[config.mk]
export PLATFORM = sky130hd
export DESIGN_NAME = logic_fault_status_inquiry
export DESIGN_NICKNAME = d
export VERILOG_FILES = /design/src/include/logic_fault_pkg.sv /design/src/rtl/logic_fault_status_inquiry.sv
export SDC_FILE = /design/constraint.sdc
export NUM_CORES = 1
export LEC_CHECK = 0
export BUFFER_PORTS_ARGS = -buffer_cell sky130_fd_sc_hd__buf_4
export CORE_AREA = 3 3 77 115
export DETAILED_ROUTE_END_ITERATION = 16
export DIE_AREA = 0 0 80 118
export PLACE_DENSITY = 0.72
export SETUP_SLACK_MARGIN = 0.5
export SYNTH_ARGS = -nofsm -noshare
export SYNTH_HDL_FRONTEND = slang
export SYNTH_SLANG_ARGS = --single-unit
[constraint.sdc]
create_clock -name pclk -period 6.6 [get_ports pclk]
set_clock_uncertainty 0.2 [all_clocks]
set_input_delay 0.33 -clock pclk [delete_from_list [all_inputs] [get_ports pclk]]
set_output_delay 0.33 -clock pclk [all_outputs]
set_load 0.01 [all_outputs]
[src/include/logic_fault_pkg.sv]
// Constants shared by the logic fault status inquiry block
package logic_fault_pkg;

  // ----------------------------------------------------------------
  // Register map
  // ----------------------------------------------------------------
  localparam logic [15:0] BLOCK_BASE          = 16'h0C10;
  localparam logic [15:0] IDX_AVAILABILITY    = 16'h0000;
  localparam logic [15:0] IDX_ERROR_FLAGS     = 16'h0001;
  localparam logic [15:0] IDX_CONTROL         = 16'h0002;
  localparam logic [15:0] IDX_IRQ_STATUS      = 16'h0003;
  localparam logic [15:0] IDX_IRQ_MASK        = 16'h0004;

  // ----------------------------------------------------------------
  // Field values and positions
  // ----------------------------------------------------------------
  localparam logic [7:0]  AVAIL_ABSENT        = 8'h00;
  localparam logic [7:0]  AVAIL_PRESENT       = 8'h01;
  localparam int          FLAG_NO_FIRMWARE    = 0;
  localparam int          FLAG_LOAD_FAILED    = 1;
  localparam int          FLAG_RATE_EXCEEDED  = 2;
  localparam int          FLAG_NO_TRIGGER     = 3;
  localparam int          FLAG_RESERVED_TOP   = 7;
  localparam int          NUM_FLAGS           = 4;
  localparam int          CTRL_PROG_MODE      = 0;

  // ----------------------------------------------------------------
  // Reset values
  // ----------------------------------------------------------------
  localparam logic [7:0]  RESET_CONTROL       = 8'h00;
  localparam logic [7:0]  RESET_IRQ_MASK      = 8'h00;
  localparam logic [7:0]  RESET_FLAGS         = 8'h00;

  // ----------------------------------------------------------------
  // Timing
  // ----------------------------------------------------------------
  localparam int          CLK_PERIOD_NS       = 10;
  localparam int          MIN_LINE_PERIOD_NS  = 1000;
  localparam int          MIN_LINE_CYCLES     =
    (MIN_LINE_PERIOD_NS + CLK_PERIOD_NS - 1) / CLK_PERIOD_NS;
  localparam int          TRIGGER_TIMEOUT_US  = 10000;
  localparam int          TRIGGER_TIMEOUT_CYCLES =
    (TRIGGER_TIMEOUT_US * 1000) / CLK_PERIOD_NS;

endpackage : logic_fault_pkg

[src/rtl/logic_fault_status_inquiry.sv]
// APB register bank reporting programmable logic fault flags
`timescale 1ns/1ps
`default_nettype none

module logic_fault_status_inquiry #(
  parameter int          ADDR_W          = 16,
  parameter logic [7:0]  IMPLEMENTED     = logic_fault_pkg::AVAIL_PRESENT,
  parameter int          MIN_LINE        = logic_fault_pkg::MIN_LINE_CYCLES,
  parameter int          TRIGGER_TIMEOUT = logic_fault_pkg::TRIGGER_TIMEOUT_CYCLES,
  parameter int          CNT_W           = 24
) (
  input  wire logic              pclk,
  input  wire logic              presetn,
  input  wire logic              psel,
  input  wire logic              penable,
  input  wire logic              pwrite,
  input  wire logic [ADDR_W-1:0] paddr,
  input  wire logic [31:0]       pwdata,
  input  wire logic [3:0]        pstrb,
  output logic      [31:0]       prdata,
  output logic                   pready,
  output logic                   pslverr,
  input  wire logic              firmware_absent,
  input  wire logic              firmware_load_failed,
  input  wire logic              external_line_trigger,
  output logic                   line_trigger_accepted,
  output logic                   irq
);

  // ----------------------------------------------------------------
  // Address decode
  // ----------------------------------------------------------------
  function automatic logic [ADDR_W-1:0] reg_addr(input logic [15:0] idx);
    reg_addr = ADDR_W'(logic_fault_pkg::BLOCK_BASE + {idx[13:0], 2'b00});
  endfunction

  wire logic hit_avail  = (paddr == reg_addr(logic_fault_pkg::IDX_AVAILABILITY));
  wire logic hit_flags  = (paddr == reg_addr(logic_fault_pkg::IDX_ERROR_FLAGS));
  wire logic hit_ctrl   = (paddr == reg_addr(logic_fault_pkg::IDX_CONTROL));
  wire logic hit_status = (paddr == reg_addr(logic_fault_pkg::IDX_IRQ_STATUS));
  wire logic hit_mask   = (paddr == reg_addr(logic_fault_pkg::IDX_IRQ_MASK));
  wire logic hit_rw     = hit_ctrl | hit_mask;
  wire logic hit_any    = hit_avail | hit_flags | hit_ctrl | hit_status | hit_mask;
  wire logic setup      = psel & ~penable;
  wire logic access_done = psel & penable & pready;
  // Read-only targets refuse writes with an error
  wire logic bad_access = ~hit_any | (pwrite & ~hit_rw);
  wire logic do_write   = access_done & pwrite & ~pslverr & pstrb[0];
  wire logic status_read = access_done & ~pwrite & ~pslverr & hit_status;

  // ----------------------------------------------------------------
  // State
  // ----------------------------------------------------------------
  logic [7:0]       control;
  logic [7:0]       irq_mask;
  logic [7:0]       irq_status;
  logic [7:0]       error_flags;
  logic [7:0]       flags_d;
  logic             trig_d;
  logic [CNT_W-1:0] since_line;
  logic             rate_exceeded;
  logic             trigger_missing;

  wire logic prog_mode = control[logic_fault_pkg::CTRL_PROG_MODE];

  // ----------------------------------------------------------------
  // Trigger supervision
  // ----------------------------------------------------------------
  // Inputs are synchronous, so one delay flop is enough for edges
  wire logic trig_edge  = external_line_trigger & ~trig_d;
  wire logic too_fast   = (since_line < CNT_W'(MIN_LINE));
  // Counter saturates so a long idle cannot wrap into a false fast line
  wire logic cnt_top    = (since_line == {CNT_W{1'b1}});
  wire logic timed_out  = (since_line >= CNT_W'(TRIGGER_TIMEOUT));
  wire logic drop_trig  = trig_edge & too_fast & prog_mode;
  wire logic take_trig  = trig_edge & ~drop_trig;
  wire logic fast_line  = take_trig & too_fast;

  wire logic next_rate_exceeded =
    fast_line ? 1'b1 : (take_trig ? 1'b0 : rate_exceeded);
  wire logic next_trigger_missing =
    trig_edge ? 1'b0 : (timed_out ? 1'b1 : trigger_missing);

  // ----------------------------------------------------------------
  // Error flag field
  // ----------------------------------------------------------------
  logic [7:0] next_flags;
  always_comb
  begin
    next_flags = logic_fault_pkg::RESET_FLAGS;
    next_flags[logic_fault_pkg::FLAG_NO_FIRMWARE]   = firmware_absent;
    next_flags[logic_fault_pkg::FLAG_LOAD_FAILED]   =
      firmware_load_failed & ~firmware_absent;
    next_flags[logic_fault_pkg::FLAG_RATE_EXCEEDED] = rate_exceeded;
    next_flags[logic_fault_pkg::FLAG_NO_TRIGGER]    = trigger_missing;
    next_flags[logic_fault_pkg::FLAG_RESERVED_TOP]  = 1'b0;
  end

  // Rising flags raise sticky interrupt events; set wins over read clear
  wire logic [7:0] flag_rise = error_flags & ~flags_d;
  wire logic [7:0] next_irq_status =
    (irq_status & ~{8{status_read}}) | flag_rise;
  wire logic next_irq = |(next_irq_status & irq_mask);

  // ----------------------------------------------------------------
  // Read data
  // ----------------------------------------------------------------
  // Unmapped addresses read as zero; pslverr tells the master why
  wire logic [7:0] read_byte =
    hit_avail  ? IMPLEMENTED :
    hit_flags  ? error_flags :
    hit_ctrl   ? control :
    hit_status ? irq_status :
    hit_mask   ? irq_mask : 8'h00;
  // Writes return zero so stale read data never reaches the bus
  wire logic [31:0] read_word =
    pwrite ? 32'h0000_0000 : {24'h00_0000, read_byte};

  // ----------------------------------------------------------------
  // APB response selection
  // ----------------------------------------------------------------
  // Answer is latched in setup, so the access phase never waits
  wire logic        next_pready  =
    setup ? 1'b1 : (access_done ? 1'b0 : pready);
  wire logic        next_pslverr =
    setup ? bad_access : (access_done ? 1'b0 : pslverr);
  wire logic [31:0] next_prdata  =
    setup ? read_word : prdata;

  // ----------------------------------------------------------------
  // APB response registers
  // ----------------------------------------------------------------
  // Read data keeps its value after the transfer; only the flags drop
  always_ff @(posedge pclk or negedge presetn)
  begin
    if (!presetn)
    begin
      prdata <= 32'h0000_0000;
    end
    else
    begin
      prdata <= next_prdata;
    end
  end

  always_ff @(posedge pclk or negedge presetn)
  begin
    if (!presetn)
    begin
      pready <= 1'b0;
    end
    else
    begin
      pready <= next_pready;
    end
  end

  always_ff @(posedge pclk or negedge presetn)
  begin
    if (!presetn)
    begin
      pslverr <= 1'b0;
    end
    else
    begin
      pslverr <= next_pslverr;
    end
  end

  // ----------------------------------------------------------------
  // Software register selection
  // ----------------------------------------------------------------
  wire logic       write_ctrl    = do_write & hit_ctrl;
  wire logic       write_mask    = do_write & hit_mask;
  // Unused bits stay zero so read-back shows only live controls
  wire logic [7:0] next_control  =
    write_ctrl ? {7'h00, pwdata[logic_fault_pkg::CTRL_PROG_MODE]} : control;
  wire logic [7:0] next_irq_mask =
    write_mask ? {4'h0, pwdata[logic_fault_pkg::NUM_FLAGS-1:0]} : irq_mask;

  // ----------------------------------------------------------------
  // Software registers
  // ----------------------------------------------------------------
  always_ff @(posedge pclk or negedge presetn)
  begin
    if (!presetn)
    begin
      control <= logic_fault_pkg::RESET_CONTROL;
    end
    else
    begin
      control <= next_control;
    end
  end

  always_ff @(posedge pclk or negedge presetn)
  begin
    if (!presetn)
    begin
      irq_mask <= logic_fault_pkg::RESET_IRQ_MASK;
    end
    else
    begin
      irq_mask <= next_irq_mask;
    end
  end

  // ----------------------------------------------------------------
  // Flags and interrupt
  // ----------------------------------------------------------------
  // Flag field is live; reads never touch it, only irq_status clears
  always_ff @(posedge pclk or negedge presetn)
  begin
    if (!presetn)
    begin
      error_flags <= logic_fault_pkg::RESET_FLAGS;
    end
    else
    begin
      error_flags <= next_flags;
    end
  end

  always_ff @(posedge pclk or negedge presetn)
  begin
    if (!presetn)
    begin
      flags_d <= logic_fault_pkg::RESET_FLAGS;
    end
    else
    begin
      flags_d <= error_flags;
    end
  end

  always_ff @(posedge pclk or negedge presetn)
  begin
    if (!presetn)
    begin
      irq_status <= 8'h00;
    end
    else
    begin
      irq_status <= next_irq_status;
    end
  end

  // Built from the next status, so irq tracks it with no extra lag
  always_ff @(posedge pclk or negedge presetn)
  begin
    if (!presetn)
    begin
      irq <= 1'b0;
    end
    else
    begin
      irq <= next_irq;
    end
  end

  // ----------------------------------------------------------------
  // Line timing
  // ----------------------------------------------------------------
  // Only accepted triggers restart the count; dropped ones do not
  wire logic [CNT_W-1:0] next_since_line =
    take_trig ? {CNT_W{1'b0}} : (cnt_top ? since_line : since_line + CNT_W'(1));

  always_ff @(posedge pclk or negedge presetn)
  begin
    if (!presetn)
    begin
      trig_d <= 1'b0;
    end
    else
    begin
      trig_d <= external_line_trigger;
    end
  end

  // Reset saturated so the first trigger is never too fast
  always_ff @(posedge pclk or negedge presetn)
  begin
    if (!presetn)
    begin
      since_line <= {CNT_W{1'b1}};
    end
    else
    begin
      since_line <= next_since_line;
    end
  end

  always_ff @(posedge pclk or negedge presetn)
  begin
    if (!presetn)
    begin
      rate_exceeded <= 1'b0;
    end
    else
    begin
      rate_exceeded <= next_rate_exceeded;
    end
  end

  always_ff @(posedge pclk or negedge presetn)
  begin
    if (!presetn)
    begin
      trigger_missing <= 1'b0;
    end
    else
    begin
      trigger_missing <= next_trigger_missing;
    end
  end

  always_ff @(posedge pclk or negedge presetn)
  begin
    if (!presetn)
    begin
      line_trigger_accepted <= 1'b0;
    end
    else
    begin
      line_trigger_accepted <= take_trig;
    end
  end

endmodule // logic_fault_status_inquiry

`default_nettype wire

# After elaboration in Yosys (flattened, before gate mapping)
# Index checks and enable logic that the tools add are counted.
# Widths: inputs -> output; s select.
# word_totals
n_memories,0
ff_bits,84
input_bits,60
ram_bits,0
output_inout_bits,36
romBits,0
latchBits,0
wordCells,81
# classes
reduce_logical,4
addsub,1
shift,0
bitwise,38
multipliers,0
eq_ne,7
order_cmp,2
div,0
muxes,15
# op_table
cell,n
$eq 16x12->1 const B,5
$mux 24,2
$mux 8,5
$add 24x1->24 const B,1
$eq 24x24->1 const B,1
$ge 24x20->1 const B,1
$lt 24x7->1 const B,1
$and 1x1->1,18
$and 4x8->8,1
$and 8x4->8,1
$and 8x8->8,1
$not 1->1,8
$not 4->8,1
$not 8->8,1
$or 8x8->8,1
$reduce_or 8->1,1
$mux 1,7
$or 1x1->1,6
$reduce_bool 2->1,3
$mux 4,1
$ne 2x1->1 const B,1

# Logic depth before layout (Yosys ltp)
# Gate-level depths: netlist of the first run.
# logic_depth
depth_word,10
mapped_depth,8
mapped_depth_nobuf,6

# Worst setup path after synthesis of the first run
# Ideal clock, no wire load.
# synth_path
kind,reg-to-reg
startpoint,register since_line[1]
endpoint,register since_line[1]
setup_time_ps,88
path_stages_with_launch,9
path_slack_ps,4077
required_time_ps,6312
arrival_time_ps,2235
n_path_buf,2
period_less_slack_ps,2523
path_cell_list,dfstp_2 ha_1 nand3_1 or2_2 buf_2 nor4_1 buf_2 mux2i_1 nor2_1
# synth_via
elab_chain_len,6
word_cells_on_any_way,10
classes_between,add/sub: 1; order compare: 1; eq/ne: 2; mux: 2; bitwise: 4
# synth_lines
item,line_no,source
"start, declared",logic_fault_status_inquiry.sv:60,logic [CNT_W-1:0] since_line;
"start signal, assigned",logic_fault_status_inquiry.sv:285,since_line <= {CNT_W{1'b1}};
"start signal, assigned",logic_fault_status_inquiry.sv:289,since_line <= next_since_line;
$lt 24x7->1,logic_fault_status_inquiry.sv:71,wire logic too_fast = (since_line < CNT_W'(MIN_LINE));
$and 1x1->1 (2 in a row),logic_fault_status_inquiry.sv:75,wire logic drop_trig = trig_edge & too_fast & prog_mode;
$not 1->1,logic_fault_status_inquiry.sv:76,wire logic take_trig = trig_edge & ~drop_trig;
$and 1x1->1,logic_fault_status_inquiry.sv:76,
$ne 2x1->1 (no line) / $mux 24 (equally long branches),-,
# Several ways; a longest one is shown, not always the timed one. The select of a mux whose other input is x is not followed.
# A chain may end at the register's enable or synchronous reset.

# Worst setup path after layout of the first run
# layout_path
startpoint,input paddr[13]
endpoint,register irq_status[0]
# layout_via
elab_chain_len,5
# layout_lines
item,line_no,source
"start, declared",logic_fault_status_inquiry.sv:17,"input wire logic [ADDR_W-1:0] paddr,"
$eq 16x12->1,logic_fault_status_inquiry.sv:40,wire logic hit_status = (paddr == reg_addr(logic_fault_pkg::IDX_IRQ_STATUS));
$and 1x1->1,logic_fault_status_inquiry.sv:49,wire logic status_read = access_done & ~pwrite & ~pslverr & hit_status;
$not 8->8,logic_fault_status_inquiry.sv:102,(irq_status & ~{8{status_read}}) | flag_rise;
$and 8x8->8,logic_fault_status_inquiry.sv:102,
$or 8x8->8,logic_fault_status_inquiry.sv:102,
net next_irq_status[0],logic_fault_status_inquiry.sv:101,wire logic [7:0] next_irq_status =
"end signal, assigned",logic_fault_status_inquiry.sv:244,irq_status <= next_irq_status;
"end, declared",logic_fault_status_inquiry.sv:56,logic [7:0] irq_status;
# The timed path passes the listed nets, and every way through them passes these cells.

==> results.yml, run 1 <==
timing:
  fin_crit_ns: 2.69
  rsz0062_at_grt: "no"
  setup_violations: 0
  hold_violations: 0
  setup_tns_ns: 0
  slew_headroom: 0.516
  post-route-period-util: 0.408
  worst_slew_pin_slew_ns: 0.726
  max_freq_mhz: 372
  slew_violations: 0
  post-route-worst-setup-slack_ns: 3.91
  hold_ws_ns: 0.0468
hold_path:
  hold_path_class: "input pin to flip-flop"
  hold_depth: 2
  whs_endpoint: "error_flags[1]"
  hold_start: "firmware_load_failed"
synth:
  async_flop_share: 1.00
  syn_area_um2: 3120
  synth_ff_type: "dfrtp_1"
  synth_cell_types: 47
  yosysWarnings: 0
  ys_seq_area_frac: 0.491
  synth-seq-cells: 60
  synthTopCellsByArea: "dfrtp_1 (29%), dfstp_2 (20%), buf_4 (5.8%)"
  synthCells: 306
  synth_edf_count: 0
  yosysTopAreaCell: "dfrtp_1"
  avgSynthCellArea_um2: 10.2
  synth.top_cell.area_share: 0.289
setup_path:
  cpMostUsedCell: "or4_1"
  critPathMaxFanout: 11
  critPathCaptureType: "flip-flop"
  path_cells: "buf_4, or4b_1, or4_1, or4_1, a21o_1"
  critical_path.slowest_cell: "or4_1"
  arrival_ns: 2.69
  rr_worst_depth: 6
  critPathKind: "input pin to flip-flop"
  slowest_delay_ns: 0.73
  worstPathRequired_ns: 6.60
  startpoint_type: "input pin"
  r2r_slack_ns: 4.16
  timing.rr.start: "since_line[1]"
  path_buf_inv: 1
  r2r_end: "since_line[12]"
  critPathTopFamily: "simple AND/OR/NAND/NOR gates"
run_status:
  outcome: "complete, no violations"
global_route:
  grt_pass1_wl_um: 11200
  grt_pass1_vias: 2421
  grt_max_degree: 61
  track_usage: 0.148
  grt_overflow: 0
  antenna_found_initial: 0
drt:
  drc: 0
  antenna_left: 0
  drt_iter0_drc: 79
  wl_per_cell_um: 14.8
  dr.pass1.iters: 4
  num_vias: 2473
  wl_um: 6840
  via_per_inst: 5.35
finish:
  nNetsFinal: 414
  mostFrequentLayoutCells: "buf_4 (43), dfrtp_1 (36), conb_1 (24), dfstp_2 (24), nor2_1 (23)"
  num_antenna_cells: 0
  nFillCells: 770
  drive_gt1_frac: 0.252
  area_growth_pct: 20.3
  finalNonFillerCells: 462
  layout_commonest_cell: "buf_4"
placed_design:
  dp_cells: 443
  port_buffers: 40
  place_congestion: 0.861
  dp_hpwl_um: 4820
  pre_cts_slack_ns: 3.60
clocking:
  htreeDepth: 3
  cts_buffers: 9
  clk_pin_slew_worst_paths_ns: 0.04
  root_buffer: "clkbuf_16"
  cts.sinks: 60
  cts_tree: "done"
  cts_buffer_depth: 2
  clock_latency_ns: 0.32
power_and_ir_drop:
  seqPwrFrac: 0.443
  powerDensity_nw_per_um2: 243
  p_clk_frac: 0.484
  p_leak_nw: 1.54
  combPwrFrac: 0.073
  peakVddDrop_mv: 0.113
  p_sw_uw: 204
  intPower_uw: 707
  finalPower_uw: 911
  power_switching_share: 0.224
die:
  io-pin-count: 96
  coreArea_um2: 8010
  die_w_um: 80
  fp.dieH_um: 118
  start_util: 0.390
  dieArea_um2: 9440
  row_count: 40
flow_run:
  cap_violations: 0
## layout make-up
cell class	instances	area, µm²	share of cell area
Multi-Input combinational cell	227	1430	0.381
Timing Repair Buffer	46	353	0.0939
Inverter	8	30.0	0.00799
Sequential cell	60	1530	0.408
Clock buffer	13	240	0.0640
Clock inverter	3	40.0	0.0107
Tap cell	105	131	0.0350
## Yosys cell counts, drive strengths merged (2+ instances only)
library cell / n
a21oi: 12
nand4: 5
or4: 9
inv: 8
o21ai: 8
o22a: 2
mux2: 6
xnor2: 14
mux2i: 2
a21o: 4
a22o: 4
and4: 4
o31a: 2
and2: 6
buf: 28
dfstp: 24
or3: 7
ha: 2
or4b: 3
or2: 2
dfrtp: 36
clkbuf: 6
a2111oi: 6
nor3: 5
nor2b: 6
nor2: 23
and3: 5
nand2b: 3
nand2: 15
nand3: 13
nor4: 9
o31ai: 5
a31oi: 3
a22oi: 8
## flip-flops by register name, summed over array words and instances, names as in the netlist
signal and cells:
irq_status 8, error_flags 4, pslverr 1, trigger_missing 1, flags_d 4, irq 1
prdata 8, since_line 24, trig_d 1, control 1, line_trigger_accepted 1, rate_exceeded 1
pready 1, irq_mask 4
## kinds of logic after synthesis
kind of cell | count (synthesis) | synth area share
and+or+nand+nor | 118 | 0.215
DFF | 60 | 0.491
muxes | 8 | 0.0281
adders and majority gates | 2 | 0.00801
other | 1 | 0.00120
buffers and inverters | 42 | 0.0810
xor gates and xnor gates | 14 | 0.0393
AOI/OAI and AO/OA | 61 | 0.137
## repair_timing
item	CTS	global route
buffers inserted	0	0
hold endpoints to repair	39	0
hold buffers	3	0
resized for setup	0	0
setup endpoints to repair	0	0
## per-layer routing
metal | vias up | GRT usage | wire (µm)
met2 | 71 | 0.244 | 3590
met3 | 8 | 0.0436 | 377
met1 | 1225 | 0.171 | 2790
li1 | 1169 | - | -
met5 | - | 0 | 0
met4 | 0 | 0.0729 | 80
## worst max path at each step
stage / to / slack [ns] / from / depth (start not counted)
4_1_cts: irq_status[0] / 3.93 / paddr[13] / 5
6_report: irq_status[0] / 3.91 / paddr[13] / 5
3_3_place_gp: irq_status[2] / 3.64 / paddr[13] / 5
3_5_place_dp: irq_status[0] / 3.60 / paddr[13] / 5
2_1_floorplan: since_line[1] / 4.08 / since_line[1] / 8
5_1_grt: irq_status[0] / 3.85 / paddr[13] / 5
## worst reg2reg max path, stage by stage, from the launching register on
cell and delay [ns]:
dfstp_2 0.59, ha_1 0.24, nand3_1 0.11, or2_2 0.39, a2111oi_0 0.56, xnor2_1 0.20, nor2_1 0.06
## power groups by stage
stage | clock [mW] | combinational [mW] | sequential (mW)
floorplan | 0 | 0.0449 | 0.405
global placement | 0 | 0.0624 | 0.407
detailed placement | 0 | 0.0656 | 0.408
CTS | 0.454 | 0.0672 | 0.403
global route | 0.469 | 0.0764 | 0.405
finish | 0.441 | 0.0663 | 0.404
## per-stage QoR
stage | cell area (µm²) | util
final | 3760 | 0.469
after global placement | 3450 | 0.430
after floorplan | 3210 | -
after global routing | 3760 | 0.469
after detailed placement | 3450 | 0.430
after CTS | 3760 | 0.469
(Power assumes the default switching activity.)
==> run 2, diff against run 1 <==
--- a/config.mk
+++ b/config.mk
@@ -5,11 +5,12 @@
 export SDC_FILE = /design/constraint.sdc
 export NUM_CORES = 1
 export LEC_CHECK = 0
+export ABC_AREA = 1
 export BUFFER_PORTS_ARGS = -buffer_cell sky130_fd_sc_hd__buf_4
-export CORE_AREA = 3 3 77 115
+export CORE_AREA = 3 3 81 121
 export DETAILED_ROUTE_END_ITERATION = 16
-export DIE_AREA = 0 0 80 118
-export PLACE_DENSITY = 0.72
+export DIE_AREA = 0 0 84 124
+export PLACE_DENSITY = 0.73
 export SETUP_SLACK_MARGIN = 0.5
 export SYNTH_ARGS = -nofsm -noshare
 export SYNTH_HDL_FRONTEND = slang
==> constraint.sdc (replaced) <==
create_clock -name pclk -period 2.4 [get_ports pclk]
set_clock_uncertainty 0.2 [all_clocks]
set_input_delay 0.12 -clock pclk [delete_from_list [all_inputs] [get_ports pclk]]
set_output_delay 0.12 -clock pclk [all_outputs]
set_load 0.01 [all_outputs]
==> results.yml, run 2 <==
global_route:
  gr-usage-met1: 0.168
  grt_max_degree: 61
  grt_util_met3: 0.0437
  grt_pass1_wl_um: 14300
  track_usage: 0.178
  top_usage_layer: "met2"
  antenna_found_initial: 0
  grt_overflow: 0
  grt_pass1_vias: 3159
  grtUsageMet2: 0.335
setup_path:
  timing.rr.start: "since_line[4]"
  startpoint_type: "flip-flop"
  critPathTopFamily: "simple AND/OR/NAND/NOR gates"
  slowest_delay_ns: 0.57
  rr_worst_depth: 8
  path_buf_inv: 2
  arrival_ns: 1.98
  critical_path.slowest_cell: "dfstp_2"
  critPathKind: "flip-flop to flip-flop"
  path_cells: "nand2_1, nor2_2, nand2_4, nor3b_4, buf_6, buf_6, xnor2_2, a21oi_1"
  critPathMaxFanout: 4
  cpMostUsedCell: "buf_6"
  r2r_end: "since_line[16]"
  critPathCaptureType: "flip-flop"
  worstPathRequired_ns: 2.46
  r2r_slack_ns: 0.48
finish:
  layout_commonest_cell: "nand2_1"
  area_growth_pct: 29.6
  num_antenna_cells: 0
  drive_gt1_frac: 0.287
  fin_area_um2: 4490
  top_regs: "since_line x24, irq_status x8, prdata x8"
  nNetsFinal: 586
  nFillCells: 853
  top_register: "since_line"
  largest_register_ffs: 24
  mostFrequentLayoutCells: "nand2_1 (122), buf_4 (55), inv_1 (45), nor2_1 (45), dfrtp_1 (36)"
clocking:
  cts_tree: "done"
  htreeDepth: 3
  cts.sinks: 60
  cts_buffer_depth: 2
  root_buffer: "clkbuf_16"
  clock_latency_ns: 0.33
  clk_pin_slew_worst_paths_ns: 0.05
  cts_buffers: 9
die:
  start_util: 0.390
  dieArea_um2: 10400
  row_count: 42
  fp.dieH_um: 124
  io-pin-count: 96
  coreArea_um2: 8880
  die_w_um: 84
synth:
  yosysWarnings: 0
  synth-seq-cells: 60
  avgSynthCellArea_um2: 7.86
  synth.top_cell.area_share: 0.260
  synth_cell_types: 37
  synthCells: 441
  async_flop_share: 1.00
  synth_ff_type: "dfrtp_1"
  synthXorXnorAreaFrac: 0.0329
  synth_edf_count: 0
  synthTopCellsByArea: "dfrtp_1 (26%), dfstp_2 (18%), nand2_1 (13%)"
  synthAdderAreaFrac: 0.00722
  synthTopCellsByCount: "nand2_1 (122), nor2_1 (46), inv_1 (45), dfrtp_1 (36), nand3_1 (36)"
  yosysTopAreaCell: "dfrtp_1"
  synth_compound_area_frac: 0.0682
  syn_area_um2: 3470
  synthMuxAreaShare: 0
  synth.most_common_cell: "nand2_1"
  ys_seq_area_frac: 0.442
  synthSimpleGateAreaFrac: 0.331
  synth_top_family_by_area: "simple AND/OR/NAND/NOR gates"
power_and_ir_drop:
  peakVddDrop_mv: 0.445
  finalPower_mw: 3.10
  p_leak_nw: 2.24
  powerDensity_nw_per_um2: 691
flow_run:
  cap_violations: 0
drt:
  drc: 0
  wl_per_cell_um: 13.9
  wl_um: 8850
  dr.pass1.iters: 4
  num_vias: 3138
  drt_iter0_drc: 192
  via_per_inst: 4.91
  antenna_left: 0
placed_design:
  placedInstanceArea_um2: 3810
  port_buffers: 40
  place_congestion: 0.930
  dp_hpwl_um: 6110
run_status:
  outcome: "complete, no violations"
timing:
  setup_tns_ns: 0
  slew_violations: 0
  fin_crit_ns: 1.92
  post-route-period-util: 0.799
  worst_slew_pin_slew_ns: 0.730
  slew_headroom: 0.513
  setup_violations: 0
  max_freq_mhz: 521
  hold_ws_ns: 0.0330
  hold_violations: 0
  rsz0062_at_grt: "yes"
hold_path:
  hold_depth: 6
  hold_start: "paddr[1]"
  hold_path_class: "input pin to flip-flop"
  whs_endpoint: "prdata[7]"
run 2: cell types whose count changed after synthesis, moves of 8 or more:
| cell | previous run | this run |
|---|---|---|
| a21oi_2 | 0 | 11 |
| nand2_1 | 15 | 122 |
| nand3_1 | 13 | 36 |
| a22oi_1 | 8 | 0 |
| inv_1 | 8 | 45 |
| nor3_1 | 5 | 13 |
| nor2_1 | 23 | 46 |
| or4_1 | 9 | 0 |
run 2: area by class of cell:
type	instances	area [µm²]	area share
Timing Repair Buffer	75	619	0.138
Clock buffer	11	233	0.0518
Multi-Input combinational cell	328	1730	0.385
Clock inverter	5	52.6	0.0117
Tap cell	110	138	0.0306
Sequential cell	60	1530	0.341
Inverter	50	190	0.0423
run 2: cell families after synthesis:
group,count (synthesis)
AO/OA/AOI/OAI,36
AND/OR/NAND/NOR,251
flip-flops,60
XOR/XNOR,13
adder cells (fa/ha/maj),2
buffers and inverters,78
other,1
run 2: power by group:
part / internal [mW] / total [mW] / leakage, nW / switching (mW)
combinational: 0.253 / 0.595 / 1.40 / 0.342
clock: 0.797 / 1.23 / 0.139 / 0.436
sequential: 1.17 / 1.28 / 0.705 / 0.102
run 2: metal layers:
layer  vias to the layer above  routed length [µm]
li1                       1516                   -
met2                       109                4870
met4                         0                 366
met1                      1481                3200
met5                         -                   0
met3                        32                 415
run 2: per-stage QoR:
stage | instances | worst slack [ns] | utilization
after global routing | 639 | 0.401 | 0.506
after floorplan | 464 | 0.490 | -
after global placement | 589 | 0.315 | 0.429
final | 639 | 0.482 | 0.506
after detailed placement | 589 | 0.284 | 0.429
after CTS | 632 | 0.491 | 0.493
run 2: worst reg2reg max path: stages, from the launching register on:
cell	delay, ns
dfstp_2	0.57
nand2_1	0.12
nor2_2	0.20
nand2_4	0.10
nor3b_4	0.20
buf_6	0.16
buf_6	0.12
xnor2_2	0.05
a21oi_1	0.14
run 2: worst max-delay path by stage:
stage / from / endpoint / slack (ns) / depth (start not counted)
after global placement: since_line[0] / since_line[0] / 0.32 / 8
after global routing: since_line[0] / since_line[16] / 0.40 / 9
final: since_line[4] / since_line[16] / 0.48 / 8
after detailed placement: since_line[0] / since_line[4] / 0.28 / 9
after CTS: since_line[1] / since_line[4] / 0.49 / 9
after floorplan: since_line[0] / since_line[6] / 0.49 / 8
run 2: timing repair:
item / in CTS / in global routing
setup endpoints to repair: 24 / 29
hold buffers: 15 / 0
pin swaps: 9 / 11
setup buffers: 10 / 7
gates resized for setup: 9 / 15
hold endpoints to repair: 48 / 0
gates cloned: 2 / 0
